===== config.mk =====
export PLATFORM = sky130hd
export DESIGN_NAME = e1_tx_common_ctrl
export DESIGN_NICKNAME = d
export VERILOG_FILES = /design/src/include/e1_ctrl_pkg.sv /design/src/hdl/e1_frame_counter.sv /design/src/hdl/e1_tx_common_ctrl.sv
export SDC_FILE = /design/constraint.sdc
export NUM_CORES = 1
export LEC_CHECK = 0
export BUFFER_PORTS_ARGS = -buffer_cell sky130_fd_sc_hd__buf_2
export CAP_MARGIN = 20
export CORE_AREA = 2 2 87 89
export DETAILED_ROUTE_END_ITERATION = 10
export DIE_AREA = 0 0 89 91
export PLACE_DENSITY = 0.71
export SYNTH_ARGS = -nofsm -noshare
export SYNTH_HDL_FRONTEND = slang
export SYNTH_SLANG_ARGS = --single-unit

===== constraint.sdc =====
create_clock -name CLK -period 2.5 [get_ports CLK]
set_clock_uncertainty 0.15 [all_clocks]
set_input_delay 0.5 -clock CLK [delete_from_list [all_inputs] [get_ports CLK]]
set_output_delay 0.5 -clock CLK [all_outputs]
set_load 0.005 [all_outputs]

===== src/include/e1_ctrl_pkg.sv =====
// constants shared by the e1 transmit and common control block
package e1_ctrl_pkg;
    // register offsets on the parallel port
    localparam logic [7:0] TX_CTRL_ONE_OFFSET = 8'h12;
    localparam logic [7:0] TX_CTRL_TWO_OFFSET = 8'h13;
    localparam logic [7:0] COMMON_CTRL_OFFSET = 8'h14;
    // reset values
    localparam logic [7:0] TX_CTRL_ONE_RESET  = 8'h00;
    localparam logic [7:0] TX_CTRL_TWO_RESET  = 8'h00;
    localparam logic [7:0] COMMON_CTRL_RESET  = 8'h00;
    // transmit control one fields
    localparam int OUTPUT_FORMAT_BIT     = 7;
    localparam int TX_PASSTHROUGH_BIT    = 6;
    localparam int TX_SLOT16_SOURCE_BIT  = 5;
    localparam int TX_UNFRAMED_ONES_BIT  = 4;
    localparam int TX_INTL_SOURCE_BIT    = 3;
    localparam int TX_SIG_ALL_ONES_BIT   = 2;
    localparam int TX_SYNC_MODE_BIT      = 1;
    localparam int TX_SYNC_DIR_BIT       = 0;
    // transmit control two fields
    localparam int EXTRA_SELECT_LSB      = 3;
    localparam int AUTO_FAR_END_BIT      = 1;
    localparam int PIN_FUNCTION_BIT      = 0;
    // common control fields
    localparam int LOCAL_LOOP_BIT        = 7;
    localparam int TX_LINE_CODE_BIT      = 6;
    localparam int TX_BLOCK_MARK_BIT     = 5;
    localparam int TX_CHECK_BIT          = 4;
    localparam int RX_SIG_MODE_BIT       = 3;
    localparam int RX_LINE_CODE_BIT      = 2;
    localparam int RX_BLOCK_MARK_BIT     = 1;
    localparam int RX_CHECK_BIT          = 0;
    // frame geometry
    localparam logic [4:0] ALIGN_SLOT    = 5'h00;
    localparam logic [4:0] SIGNAL_SLOT   = 5'h10;
    localparam logic [4:0] MARK_SLOT     = 5'h1A;
    localparam logic [2:0] FIRST_BIT     = 3'h0;
    localparam logic [3:0] LAST_FRAME    = 4'hF;
endpackage : e1_ctrl_pkg


===== src/hdl/e1_frame_counter.sv =====
// bit, slot and frame position counter advanced by a clock edge enable
module e1_frame_counter (
    input  wire logic       clk,
    input  wire logic       nrst,
    input  wire logic       step,
    input  wire logic       sync_in,
    output logic [2:0]      bit_pos,
    output logic [4:0]      slot_pos,
    output logic [3:0]      frame_pos
);
    logic [11:0] count_reg;
    logic [11:0] count_next;

    // sync restarts the position so the next step is bit 0 of slot 0
    assign count_next = sync_in ? 12'h000 : count_reg + 12'h001;

    always_ff @(posedge clk or negedge nrst) begin
        if (!nrst) begin
            count_reg <= 12'h000;
        end else if (step) begin
            count_reg <= count_next;
        end
    end

    assign bit_pos   = count_reg[2:0];
    assign slot_pos  = count_reg[7:3];
    assign frame_pos = count_reg[11:8];
endmodule : e1_frame_counter


===== src/hdl/e1_tx_common_ctrl.sv =====
// transmit and common control of an e1 framer with local loopback
module e1_tx_common_ctrl (
    input  wire logic       CLK,
    input  wire logic       NRST,
    input  wire logic [7:0] ADDR,
    input  wire logic [7:0] DATA_IN,
    output logic [7:0]      DATA_OUT,
    input  wire logic       WR,
    input  wire logic       RD,
    input  wire logic [4:0] RX_EXTRA_SELECT,
    input  wire logic       TRANSMIT_CLOCK,
    input  wire logic       RECEIVE_CLOCK,
    input  wire logic       TRANSMIT_SERIAL_INPUT,
    input  wire logic       TRANSMIT_DATALINK_PIN,
    input  wire logic [7:0] TX_ALIGN_FRAME_REGISTER,
    input  wire logic [7:0] TX_NONALIGN_FRAME_REGISTER,
    input  wire logic       TRANSMIT_SYNC_PIN_IN,
    output logic            TRANSMIT_SYNC_PIN_OUT,
    output logic            TRANSMIT_SYNC_PIN_OE_N,
    output logic            TRANSMIT_POSITIVE_RAIL,
    output logic            TRANSMIT_NEGATIVE_RAIL,
    output logic            TRANSMIT_CHANNEL_BLOCK,
    input  wire logic       RECEIVE_POSITIVE_RAIL,
    input  wire logic       RECEIVE_NEGATIVE_RAIL,
    output logic            RECEIVE_CHANNEL_BLOCK,
    output logic            RECEIVE_DATALINK_PIN,
    output logic            RX_DATA,
    output logic            RX_SIGNALING_MODE,
    output logic            TX_LINE_CODE_ENABLE,
    output logic            RX_LINE_CODE_ENABLE,
    output logic            TX_CHECK_ENABLE,
    output logic            RX_CHECK_ENABLE
);
    // control registers
    logic [7:0] tx_ctrl_one_reg;
    logic [7:0] tx_ctrl_two_reg;
    logic [7:0] common_ctrl_reg;

    // pin synchronisers, two stages each
    logic [1:0] transmit_clock_sync_reg;
    logic [1:0] rclk_sync_reg;
    logic [1:0] transmit_serial_input_sync_reg;
    logic [1:0] transmit_datalink_pin_sync_reg;
    logic [1:0] transmit_sync_pin_sync_reg;
    logic [1:0] receive_positive_rail_sync_reg;
    logic [1:0] receive_negative_rail_sync_reg;
    logic       transmit_clock_last_reg;
    logic       rclk_last_reg;
    logic       transmit_sync_pin_last_reg;
    logic       transmit_sync_pin_pending_reg;

    // output and receive path flops
    logic       transmit_positive_rail_reg;
    logic       transmit_negative_rail_reg;
    logic       transmit_sync_pin_out_reg;
    logic       transmit_channel_block_reg;
    logic       receive_channel_block_reg;
    logic       receive_datalink_pin_reg;
    logic       rx_data_reg;

    // register decode and field picks
    wire        sel_one           = ADDR == e1_ctrl_pkg::TX_CTRL_ONE_OFFSET;
    wire        sel_two           = ADDR == e1_ctrl_pkg::TX_CTRL_TWO_OFFSET;
    wire        sel_common        = ADDR == e1_ctrl_pkg::COMMON_CTRL_OFFSET;
    wire        output_format_select = tx_ctrl_one_reg[e1_ctrl_pkg::OUTPUT_FORMAT_BIT];
    wire        tx_slot0_passthrough = tx_ctrl_one_reg[e1_ctrl_pkg::TX_PASSTHROUGH_BIT];
    wire        tx_signaling_all_ones = tx_ctrl_one_reg[e1_ctrl_pkg::TX_SIG_ALL_ONES_BIT];
    wire        tx_sync_mode      = tx_ctrl_one_reg[e1_ctrl_pkg::TX_SYNC_MODE_BIT];
    wire        tx_sync_direction = tx_ctrl_one_reg[e1_ctrl_pkg::TX_SYNC_DIR_BIT];
    wire [4:0]  extra_select      = tx_ctrl_two_reg[e1_ctrl_pkg::EXTRA_SELECT_LSB +: 5];
    wire        local_loop_enable = common_ctrl_reg[e1_ctrl_pkg::LOCAL_LOOP_BIT];
    wire        tx_block_mark_enable = common_ctrl_reg[e1_ctrl_pkg::TX_BLOCK_MARK_BIT];
    wire        rx_block_mark_enable = common_ctrl_reg[e1_ctrl_pkg::RX_BLOCK_MARK_BIT];

    // read mux, unmapped addresses read zero
    assign DATA_OUT = !RD       ? 8'h00 :
                      sel_one   ? tx_ctrl_one_reg :
                      sel_two   ? tx_ctrl_two_reg :
                      sel_common ? common_ctrl_reg : 8'h00;

    // register writes; unassigned bits stored as written
    always_ff @(posedge CLK or negedge NRST) begin
        if (!NRST) begin
            tx_ctrl_one_reg <= e1_ctrl_pkg::TX_CTRL_ONE_RESET;
            tx_ctrl_two_reg <= e1_ctrl_pkg::TX_CTRL_TWO_RESET;
            common_ctrl_reg <= e1_ctrl_pkg::COMMON_CTRL_RESET;
        end else if (WR) begin
            if (sel_one) tx_ctrl_one_reg <= DATA_IN;
            if (sel_two) tx_ctrl_two_reg <= DATA_IN;
            if (sel_common) common_ctrl_reg <= DATA_IN;
        end
    end

    // synchronisers: first stage read only by second
    always_ff @(posedge CLK or negedge NRST) begin
        if (!NRST) begin
            transmit_clock_sync_reg  <= 2'h0;
            rclk_sync_reg  <= 2'h0;
            transmit_serial_input_sync_reg  <= 2'h0;
            transmit_datalink_pin_sync_reg <= 2'h0;
            transmit_sync_pin_sync_reg <= 2'h0;
            receive_positive_rail_sync_reg  <= 2'h0;
            receive_negative_rail_sync_reg  <= 2'h0;
        end else begin
            transmit_clock_sync_reg  <= {transmit_clock_sync_reg[0], TRANSMIT_CLOCK};
            rclk_sync_reg  <= {rclk_sync_reg[0], RECEIVE_CLOCK};
            transmit_serial_input_sync_reg  <= {transmit_serial_input_sync_reg[0], TRANSMIT_SERIAL_INPUT};
            transmit_datalink_pin_sync_reg <= {transmit_datalink_pin_sync_reg[0], TRANSMIT_DATALINK_PIN};
            transmit_sync_pin_sync_reg <= {transmit_sync_pin_sync_reg[0], TRANSMIT_SYNC_PIN_IN};
            receive_positive_rail_sync_reg  <= {receive_positive_rail_sync_reg[0], RECEIVE_POSITIVE_RAIL};
            receive_negative_rail_sync_reg  <= {receive_negative_rail_sync_reg[0], RECEIVE_NEGATIVE_RAIL};
        end
    end

    // edge finders on the synchronised clocks and sync pin
    always_ff @(posedge CLK or negedge NRST) begin
        if (!NRST) begin
            transmit_clock_last_reg  <= 1'b0;
            rclk_last_reg  <= 1'b0;
            transmit_sync_pin_last_reg <= 1'b0;
        end else begin
            transmit_clock_last_reg  <= transmit_clock_sync_reg[1];
            rclk_last_reg  <= rclk_sync_reg[1];
            transmit_sync_pin_last_reg <= transmit_sync_pin_sync_reg[1];
        end
    end

    wire tx_step    = transmit_clock_sync_reg[1] & ~transmit_clock_last_reg;
    wire rclk_step  = rclk_sync_reg[1] & ~rclk_last_reg;
    // loopback replaces the receive clock with the transmit clock
    wire rx_step    = local_loop_enable ? tx_step : rclk_step;
    wire transmit_sync_pin_rise = transmit_sync_pin_sync_reg[1] & ~transmit_sync_pin_last_reg;
    wire transmit_sync_pin_seen = transmit_sync_pin_pending_reg | transmit_sync_pin_rise;
    // an edge seldom lands on a step cycle, so it waits for the next step
    wire transmit_sync_pin_pending_next = ~tx_sync_direction & ~tx_step & transmit_sync_pin_seen;
    // sync pin only realigns the counter when it is an input
    wire tx_realign = ~tx_sync_direction & transmit_sync_pin_seen & tx_step;

    // pending sync edge, dropped by the step that uses it or by output mode
    always_ff @(posedge CLK or negedge NRST) begin
        if (!NRST) begin
            transmit_sync_pin_pending_reg <= 1'b0;
        end else begin
            transmit_sync_pin_pending_reg <= transmit_sync_pin_pending_next;
        end
    end

    wire [2:0] tx_bit;
    wire [4:0] tx_slot;
    wire [3:0] tx_frame;
    wire [2:0] rx_bit;
    wire [4:0] rx_slot;
    wire [3:0] rx_frame;

    e1_frame_counter tx_position (
        .clk       (CLK),
        .nrst      (NRST),
        .step      (tx_step),
        .sync_in   (tx_realign),
        .bit_pos   (tx_bit),
        .slot_pos  (tx_slot),
        .frame_pos (tx_frame)
    );

    e1_frame_counter rx_position (
        .clk       (CLK),
        .nrst      (NRST),
        .step      (rx_step),
        .sync_in   (1'b0),
        .bit_pos   (rx_bit),
        .slot_pos  (rx_slot),
        .frame_pos (rx_frame)
    );

    // transmit bit selection; frame parity picks align or non-align word
    wire       align_frame  = ~tx_frame[0];
    wire [7:0] overhead_word = align_frame ? TX_ALIGN_FRAME_REGISTER
                                           : TX_NONALIGN_FRAME_REGISTER;
    wire       internal_bit = overhead_word[3'h7 - tx_bit];
    wire       in_slot0     = tx_slot == e1_ctrl_pkg::ALIGN_SLOT;
    wire       in_slot16    = tx_slot == e1_ctrl_pkg::SIGNAL_SLOT;
    // extra bits 4..8 are bit positions 3..7 of non-align slot 0
    wire       extra_pos    = in_slot0 & ~align_frame & (tx_bit >= 3'h3);
    wire [2:0] extra_idx    = tx_bit - 3'h3;
    wire       use_link     = extra_pos & extra_select[extra_idx];
    wire       slot0_bit    = use_link ? transmit_datalink_pin_sync_reg[1] :
                              tx_slot0_passthrough ? transmit_serial_input_sync_reg[1]
                                                   : internal_bit;
    wire       tx_bit_value = in_slot0 ? slot0_bit :
                              (in_slot16 & tx_signaling_all_ones) ? 1'b1
                                                                  : transmit_serial_input_sync_reg[1];
    // alternate mark polarity is kept simple: ones toggle between rails
    logic ami_phase_reg;
    wire  next_pos = output_format_select ? tx_bit_value
                                          : tx_bit_value & ~ami_phase_reg;
    wire  next_neg = output_format_select ? 1'b0 : tx_bit_value & ami_phase_reg;

    // sync pulse, every frame start or, in multiframe mode, the start of the last frame
    wire  frame_start = in_slot0 & (tx_bit == e1_ctrl_pkg::FIRST_BIT);
    wire  sync_pulse  = frame_start &
                        (~tx_sync_mode | (tx_frame == e1_ctrl_pkg::LAST_FRAME));

    // transmit output flops, updated per transmit bit
    always_ff @(posedge CLK or negedge NRST) begin
        if (!NRST) begin
            transmit_positive_rail_reg      <= 1'b0;
            transmit_negative_rail_reg      <= 1'b0;
            ami_phase_reg <= 1'b0;
            transmit_sync_pin_out_reg <= 1'b0;
            transmit_channel_block_reg    <= 1'b0;
        end else if (tx_step) begin
            transmit_positive_rail_reg      <= next_pos;
            transmit_negative_rail_reg      <= next_neg;
            ami_phase_reg <= ami_phase_reg ^ tx_bit_value;
            transmit_sync_pin_out_reg <= sync_pulse;
            transmit_channel_block_reg    <= tx_block_mark_enable & (tx_slot == e1_ctrl_pkg::MARK_SLOT)
                             & (tx_bit == e1_ctrl_pkg::FIRST_BIT);
        end
    end

    // receive source: own rails in loopback, line rails otherwise
    wire rx_pos = local_loop_enable ? transmit_positive_rail_reg : receive_positive_rail_sync_reg[1];
    wire rx_neg = local_loop_enable ? transmit_negative_rail_reg : receive_negative_rail_sync_reg[1];
    wire rx_bit_value = rx_pos | rx_neg;
    wire rx_extra_pos = (rx_slot == e1_ctrl_pkg::ALIGN_SLOT) & rx_frame[0] & (rx_bit >= 3'h3);
    wire [2:0] rx_extra_idx = rx_bit - 3'h3;

    // receive side flops; loopback changes only sources, not functions
    always_ff @(posedge CLK or negedge NRST) begin
        if (!NRST) begin
            rx_data_reg <= 1'b0;
            receive_channel_block_reg  <= 1'b0;
            receive_datalink_pin_reg   <= 1'b0;
        end else if (rx_step) begin
            rx_data_reg <= rx_bit_value;
            receive_channel_block_reg  <= rx_block_mark_enable & (rx_slot == e1_ctrl_pkg::MARK_SLOT)
                           & (rx_bit == e1_ctrl_pkg::FIRST_BIT);
            if (rx_extra_pos & RX_EXTRA_SELECT[rx_extra_idx]) begin
                receive_datalink_pin_reg <= rx_bit_value;
            end
        end
    end

    assign TRANSMIT_POSITIVE_RAIL = transmit_positive_rail_reg;
    assign TRANSMIT_NEGATIVE_RAIL = transmit_negative_rail_reg;
    assign TRANSMIT_SYNC_PIN_OUT  = transmit_sync_pin_out_reg;
    assign TRANSMIT_SYNC_PIN_OE_N = ~tx_sync_direction;
    assign TRANSMIT_CHANNEL_BLOCK = transmit_channel_block_reg;
    assign RECEIVE_CHANNEL_BLOCK  = receive_channel_block_reg;
    assign RECEIVE_DATALINK_PIN   = receive_datalink_pin_reg;
    assign RX_DATA                = rx_data_reg;
    // mode levels handed to the rest of the framer
    assign RX_SIGNALING_MODE   = common_ctrl_reg[e1_ctrl_pkg::RX_SIG_MODE_BIT];
    assign TX_LINE_CODE_ENABLE = common_ctrl_reg[e1_ctrl_pkg::TX_LINE_CODE_BIT];
    assign RX_LINE_CODE_ENABLE = common_ctrl_reg[e1_ctrl_pkg::RX_LINE_CODE_BIT];
    assign TX_CHECK_ENABLE     = common_ctrl_reg[e1_ctrl_pkg::TX_CHECK_BIT];
    assign RX_CHECK_ENABLE     = common_ctrl_reg[e1_ctrl_pkg::RX_CHECK_BIT];
endmodule : e1_tx_common_ctrl


==> results of run 1 <==
==> cells by family after synthesis <==
kind of cell	after synthesis	share of synthesized area, %
AND/OR/NAND/NOR	96	17.22
flip-flops	71	52.03
AO/OA/AOI/OAI	54	10.70
multiplexers	38	12.50
buffers and inverters	20	2.308
XOR/XNOR	9	2.309
adder cells (fa/ha/maj)	8	2.932
==> area by class of cell <==
class                      instances  area (sq um)  area share, %
tap                               99         123.9          2.874
inverter                           9         33.78         0.7837
clock buffer                      10         137.6          3.193
timing repair buffer              91         544.3          12.63
sequential                        71          1777          41.22
multi-input combinational        205          1612          37.39
clock inverter                     5         82.58          1.916
==> power by group <==
part | leakage [nW] | switching, mW | internal [mW]
Combinational | 1.02 | 0.272 | 0.290
Clock | 0.101 | 0.429 | 0.583
Sequential | 0.925 | 0.122 | 1.27
==> worst max-delay path, stage by stage <==
cell and delay [ps]:
sky130_fd_sc_hd__buf_6 90, sky130_fd_sc_hd__nand2b_4 120, sky130_fd_sc_hd__or4_4 460, sky130_fd_sc_hd__nor4b_4 280
sky130_fd_sc_hd__buf_6 170, sky130_fd_sc_hd__a222oi_1 90, sky130_fd_sc_hd__nor2b_1 140, sky130_fd_sc_hd__buf_2 130
==> worst min-delay path by stage <==
| stage | end | cells past startpoint | slack, ps |
|---|---|---|---|
| finish | receive_negative_rail_sync_reg[0] | 1 | 100 |
| global route | transmit_datalink_pin_sync_reg[0] | 1 | 90 |
| CTS | receive_negative_rail_sync_reg[0] | 1 | 90 |
| detailed placement | rclk_sync_reg[1] | 0 | 180 |
| global placement | transmit_datalink_pin_sync_reg[1] | 0 | 180 |
| floorplan | RECEIVE_CHANNEL_BLOCK | 0 | 50 |
==> Yosys cell counts (3+ instances only) <==
cell type,number
sky130_fd_sc_hd__a21o_1,3
sky130_fd_sc_hd__a21oi_1,9
sky130_fd_sc_hd__a222oi_1,8
sky130_fd_sc_hd__and2_1,3
sky130_fd_sc_hd__and3_1,5
sky130_fd_sc_hd__clkbuf_1,9
sky130_fd_sc_hd__dfrtp_1,71
sky130_fd_sc_hd__ha_1,8
sky130_fd_sc_hd__inv_1,9
sky130_fd_sc_hd__mux2_2,27
sky130_fd_sc_hd__mux2i_1,10
sky130_fd_sc_hd__nand2_1,19
sky130_fd_sc_hd__nand2b_1,7
sky130_fd_sc_hd__nand3_1,7
sky130_fd_sc_hd__nand3b_1,3
sky130_fd_sc_hd__nand4_1,7
sky130_fd_sc_hd__nor2_1,8
sky130_fd_sc_hd__nor2b_1,14
sky130_fd_sc_hd__nor3_1,5
sky130_fd_sc_hd__nor4_1,3
sky130_fd_sc_hd__o21ai_0,16
sky130_fd_sc_hd__o31ai_1,4
sky130_fd_sc_hd__xnor2_1,6
sky130_fd_sc_hd__xor2_1,3
==> per-layer routing <==
| layer | global-route usage [%] | vias to the layer above |
|---|---|---|
| met1 | 28.90 | 1264 |
| met5 | 0 | - |
| met3 | 5.091 | 11 |
| li1 | - | 1275 |
| met4 | 7.214 | 0 |
| met2 | 30.04 | 68 |
==> what timing repair did <==
| action | CTS | global route |
|---|---|---|
| resized for setup | 7 | 3 |
| hold endpoints to repair | 17 | 0 |
| pin swaps | 1 | 0 |
| buffers inserted | 0 | 0 |
| hold buffers | 1 | 0 |
| setup endpoints to repair | 9 | 11 |
==> per-stage QoR <==
step                worst slack [ps]  std cells  power [mW]  util (%)
floorplan                     -14.62        296       1.712         -
global placement              -89.08        474       1.918     56.31
detailed placement            -158.6        474       1.942     56.31
CTS                           -126.6        490       2.983     60.22
global route                  -212.6        490       3.131     60.40
finish                        -131.8        490       2.961     60.40
==> results.txt, run 1 <==
The flow ran to the end, but the final reports show violations. The checks that failed: negative setup slack. Final hold analysis gives a worst-case slack of between 90 and 100 ps. The detailed-route vias per instance came out at 5.343. The critical path starts at ADDR[5]. The largest total area in the synthesized netlist belongs to sky130_fd_sc_hd__dfrtp_1. Setup repair after global routing could not meet its margin everywhere. The total routing resource utilization after global routing is approximately 20%. The x dimension of the die is 89 um. The critical path ends at DATA_OUT[5]. The depth of the worst register-to-register path is 12. The detailed-route wire length per cell came out at 15.25 um.

The region available for standard cell placement spans 7137 sq um. Data on the critical path is required at its endpoint by 1850 ps. At the pin with the least slew margin, the transition time is 610.3 ps. The mean area per synthesized cell is 11.54 sq um. The final design instance area without fill is 4310 sq um. Entering global routing, the biggest net connects 55 pins. Clock-pin slew was measured on the worst setup and hold paths at 70 ps. The proportion of netlist area held by the largest area contributor is 52.03%. The total number of H-tree levels came out at 3. CTS placed an instance of sky130_fd_sc_hd__clkbuf_8 at the clock tree root. The TritonCTS clock tree is done. The flip-flop count of the largest register, all copies and words added is 12. The DRC violation count after routing came out at 0. The setup slack on the worst flop-to-flop path came out at -10 ps. Derived from the worst setup path, the maximum achievable clock frequency is 0.3800 GHz.

The met3 wire length is 361 um. The total negative slack for setup checks came out at -719.1 ps. The uppermost layer routed is met4. The number of global-route vias before repair came to about 2600.

The worst register-to-register path begins at tx_position.count_reg[0]. Synthesis handed over a netlist of 296 instances. The quantity of I/O buffers inserted on ports came out at 68. After synthesis, the netlist uses 47 different library cells. The die footprint is between 8000 and 9000 sq um. The most used flip-flop cell after synthesis is sky130_fd_sc_hd__dfrtp_1. In the post-synthesis netlist, the biggest area contributors are sky130_fd_sc_hd__dfrtp_1, sky130_fd_sc_hd__mux2_2, sky130_fd_sc_hd__ha_1.

The library cells used most frequently in the layout, excluding fill and tap cells, are sky130_fd_sc_hd__dfrtp_1, sky130_fd_sc_hd__buf_2, sky130_fd_sc_hd__mux2_2. The startpoint identified for the worst hold timing path is RECEIVE_NEGATIVE_RAIL. The cell area after synthesis is 3415 sq um.

In this run the vertical extent of the chip is 91 um. The sequential element share of the synthesized area is a little over half. For this configuration, the core starts out at a cell density of 47.84%. The data arrival time of the critical path came out at between 1500 and 2000 ps. The reg-to-reg endpoint is TRANSMIT_POSITIVE_RAIL. The placed instances occupy a cell area of 4019 sq um. The routability-driven placement congestion ratio came out at 0.9265.

The first global-routing pass estimated 12650 um of wire. The sort of element at the end of the critical path is a primary output. The placement row count is 31. The number of hold violations in the final report is 0. The longest clock path from root to sink contains 2 buffers. The launching element type of the critical path is an input pin. The total wirelength of the detailed-routed design is 7472 um. The post-synth net total came out at 352.

Global routing finished with a remaining overflow of 0. The peak ir drop on the vdd network is 0.4969 mV. The detailed placer's ending HPWL came out at 5257 um. Measured against its own limit, the worst slew margin works out to 59.31%.

Leaving out fill and tap cells, the most frequent cell in the layout is sky130_fd_sc_hd__dfrtp_1. The static power due to leakage came out at approximately 2.0 nW. The total via count in the routed design is 2618. The post-route fraction of the period consumed by the critical path is 105.3%.

Clock latency on the worst-skew pair, taken at its later pin, is 360 ps. The total met2 wirelength after detailed routing came out at about 3500 um. The first TritonRoute pass finished after 8 iterations. The number of max-capacitance violations reported came out at 0.

The total count of max-transition violations in the final report came out at 0. The clock period minus worst slack came out at 2632 ps. The maximum fanout encountered on the critical timing path is 9.

The post-route netlist has 38.11% of its cells at a drive strength greater than 1. The number of antenna violations at the first check in global routing came out at 0. During I/O placement, the number of pins put on the boundary was 69. The async set or reset register ratio after synthesis is 100.0%.

The clock net sink count is 71. In this run, synthesis produced a sequential element count of 71. The kind of critical path is in2out. The number of warnings issued by yosys came out at 0. The number of filler instances in the final layout is 625. The number of buffers inserted during clock tree synthesis is 9. The final number of setup-violating endpoints is 9.

Power spread over the standard cell area amounts to 686.9 nW/um^2. The minimum setup slack in the final design is -131.8 ps. In this run the worst hold path is classified as in2reg.

The area growth from synthesis to layout is 26.24%. The first-iteration detailed-routing DRC count is 150. After the last flow step, the layout net total stands at 443. The routed metal-1 wirelength came out at roughly 3500 um. In this run the remaining antenna-violating nets after routing total 0. The number of antenna cells inserted came out at 0. The number of synthesized flops with an enable pin came out at 0.
(Power assumes the default switching activity.)
==> inputs of run 2 (changes only) <==
- CORE_AREA: 2 2 87 89 -> 2 2 96 98
- DIE_AREA: 0 0 89 91 -> 0 0 98 100
- PLACE_DENSITY: 0.71 -> 0.59
- SLEW_MARGIN: default -> 20
==> run 2 against run 1 <==
Against the previous run:
- the flow still finishes with violations (negative setup slack)
- setup slack worse by 1.2 ps
- core utilization is 11 points lower
- sequential cell count stayed put
- routed wire length is 0.28% lower
- via count is 0.69% higher
- critical endpoint is now DATA_OUT[7]
- largest cell class unchanged
- largest power group unchanged
==> results.txt, run 2 (synthesized netlist as in run 1, its figures left out) <==
The DRC violation count after routing is 0. The top achievable clock speed is 0.3798 GHz. Clock tree synthesis inserted a total of 9 buffers. The clock input transition at the sequential cells of the worst setup and hold paths came out at 70 ps. The number of antenna violations at the first check in global routing is 0. Across all register-to-register paths, the minimum setup slack is 120 ps. The global route total overflow came out at 0. For the worst flop-to-flop path, the logic depth is 11. The maximum fanout encountered on the critical timing path came out at 6.

STA classifies the critical path endpoint as a primary output. After layout, the worst setup slack is -132.9 ps. Once the floorplan was initialized, standard cells occupied 38.41% of the core. The critical path required time came out at approximately 1900 ps. The relative slew slack came out at 62.33%.

By startpoint and endpoint, the worst setup path is classified as in2out. The reg-to-reg endpoint is TRANSMIT_POSITIVE_RAIL. The detailed-route vias per instance is 5.209.

The number of max-capacitance violations reported is 0. The share of total power dissipated in combinational logic is between 10% and 20%. On the critical path, the stage with the largest delay is an instance of sky130_fd_sc_hd__or4_4.

The count of boundary I/O pins is 69. The detailed-route wire length per cell is around 15 um. The post-route fraction of the period consumed by the critical path is 105.3%.

The area inside the core boundary came out at 8890 sq um. In this run the critical register-to-register path is launched from tx_position.count_reg[0]. Entering global routing, the biggest net connects 72 pins. The final net count is 447.

In this run, the number of DRC markers left after iteration 0 of detailed routing was about 120. The repair_antennas step left the layout with diodes totalling 0. The area growth from synthesis to layout is 28.62%. The data arrival time of the critical path came out at 1980 ps. The placement row count came out at 35. The total number of H-tree levels is 3.

The critical path goes through buf_6 > nand2b_4 > or4_4 > nor4b_4 > buf_4 > a222oi_1 > nor2b_1 > buf_2. The power per unit of standard cell area came out at around 700 nW/um^2. The TritonCTS clock tree is done. The final number of setup-violating endpoints is 8. The x dimension of the die is 98 um. The number of hold violations in the final report is 0.

The detail route stage leaves a number of antenna-violating nets equal to 0. The cell sitting at the root of the clock tree is a sky130_fd_sc_hd__clkbuf_8. The routability-driven placement congestion ratio is ~0.8. For the pin with the worst max-slew slack, the measured transition is roughly 550 ps. The min-delay analysis places its worst path in the category in2async. The clock net sink count is slightly above 70. The run finished, with violations left. The total routing resource utilization after global routing is 15.78%. The checks that failed: negative setup slack. The quantity of I/O buffers inserted on ports is 68. The total wirelength of the detailed-routed design came out at between 7000 and 8000 um. The largest stage delay on the critical path is 460 ps. Setup repair after global routing could not meet its margin everywhere. The total iterations of the first detailed-routing run came out at 6. The pre-CTS setup slack is -133.1 ps. The largest buffer count on any clock path came out at 2. The total via count in the routed design came out at ~2600. The internal power is 2.258 mW.

The die footprint came out at 9800 sq um. The detailed placer's ending HPWL came out at 5335 um. The most common cell after layout, fill and taps aside is sky130_fd_sc_hd__dfrtp_1. The minimum hold slack came out at 19.13 ps.

The final design instance area without fill came out at 4392 sq um. The layout cell share with drive strength beyond 1 came out at 40.25%. The power share of the clock group is a little over a third.

The clock period minus worst slack came out at 2633 ps. The number of global-route vias before repair came out at 2589. Net switching is 26.51% of the power. The net switching power came out at 0.8143 mW. The die boundary height is 100 um. The total count of max-transition violations in the final report was 0.

The latest clock arrival within the worst-skew pair is 340 ps. The peak ir drop on the vdd network came out at 0.3037 mV. The first global-routing pass estimated between 10000 and 15000 um of wire.

At the end of the flow the core is filled with cells to between 40% and 50%. The sequential fraction of design power is 45.2%. For this design the static power due to leakage is 2.080 nW.

Leaving out fill and tap cells, the most frequent cells in the layout are sky130_fd_sc_hd__dfrtp_1, sky130_fd_sc_hd__buf_2, sky130_fd_sc_hd__mux2_2. The area after detailed placement is ~4000 sq um. STA classifies the critical path startpoint as an input pin. The flip-flop count of the largest register, all copies and words added came out at 12.
-- run 2: cell types whose count changed in the layout (fill, tap and decap cells not counted), moves of 2 or more --
cell / previous run / this run
sky130_fd_sc_hd__mux2i_2: 0 / 2
sky130_fd_sc_hd__o21ai_1: 0 / 2
sky130_fd_sc_hd__o21ai_0: 16 / 14
sky130_fd_sc_hd__mux2i_1: 10 / 8
sky130_fd_sc_hd__buf_4: 20 / 26
sky130_fd_sc_hd__clkinvlp_4: 3 / 1
-- run 2: power groups by stage --
stage	clock (mW)	sequential, mW	combinational (mW)
after floorplan	0	1.38	0.336
after global placement	0	1.40	0.523
after detailed placement	0	1.41	0.536
after CTS	1.14	1.39	0.553
final	1.11	1.39	0.577
after global routing	1.18	1.40	0.651
-- run 2: metal layers --
layer  track usage [%]  wire length (um)  vias to the layer above
met5                 0                 0                        -
met4             7.479                78                        0
met3             2.368               278                        6
met2             24.92              3594                       54
met1             21.54              3500                     1302
li1                  -                 -                     1274
-- run 2: worst max-delay path by stage --
stage | to | start | slack (ps) | depth (start not counted)
2_1_floorplan | DATA_OUT[2] | ADDR[5] | -10 | 5
3_3_place_gp | DATA_OUT[2] | ADDR[5] | -100 | 8
3_5_place_dp | DATA_OUT[2] | ADDR[5] | -130 | 8
4_1_cts | DATA_OUT[2] | ADDR[5] | -130 | 8
5_1_grt | DATA_OUT[2] | ADDR[5] | -220 | 8
6_report | DATA_OUT[7] | ADDR[5] | -130 | 8
-- run 2: what timing repair did --
| item | in CTS | in global routing |
|---|---|---|
| pin swaps | 1 | 3 |
| endpoints found under the setup margin | 11 | 10 |
| buffers inserted | 1 | 1 |
| hold buffers | 0 | 0 |
| gates resized for setup | 7 | 10 |
-- run 2: area by class of cell --
class / instances / area, sq um
Tap cell: 111 / 138.9
Clock buffer: 10 / 137.6
Sequential cell: 71 / 1777
Clock inverter: 5 / 106.4
Inverter: 9 / 33.78
Timing Repair Buffer: 95 / 568.0
Fill cell: 854 / 4498
Multi-Input combinational cell: 205 / 1630
-- run 2: through the flow --
step	total power, mW	instances	setup TNS (ps)
floorplan	1.712	296	-92.18
global placement	1.926	489	-717.1
detailed placement	1.943	489	-1078
CTS	3.075	505	-875.5
global route	3.239	506	-1355
finish	3.072	506	-796.9
-- run 2: worst max-delay path, delay by kind of cell --
family / cells / cell delay, ps
buf+inv: 3 / 400
compound gates: 1 / 90
simple gates: 4 / 1000
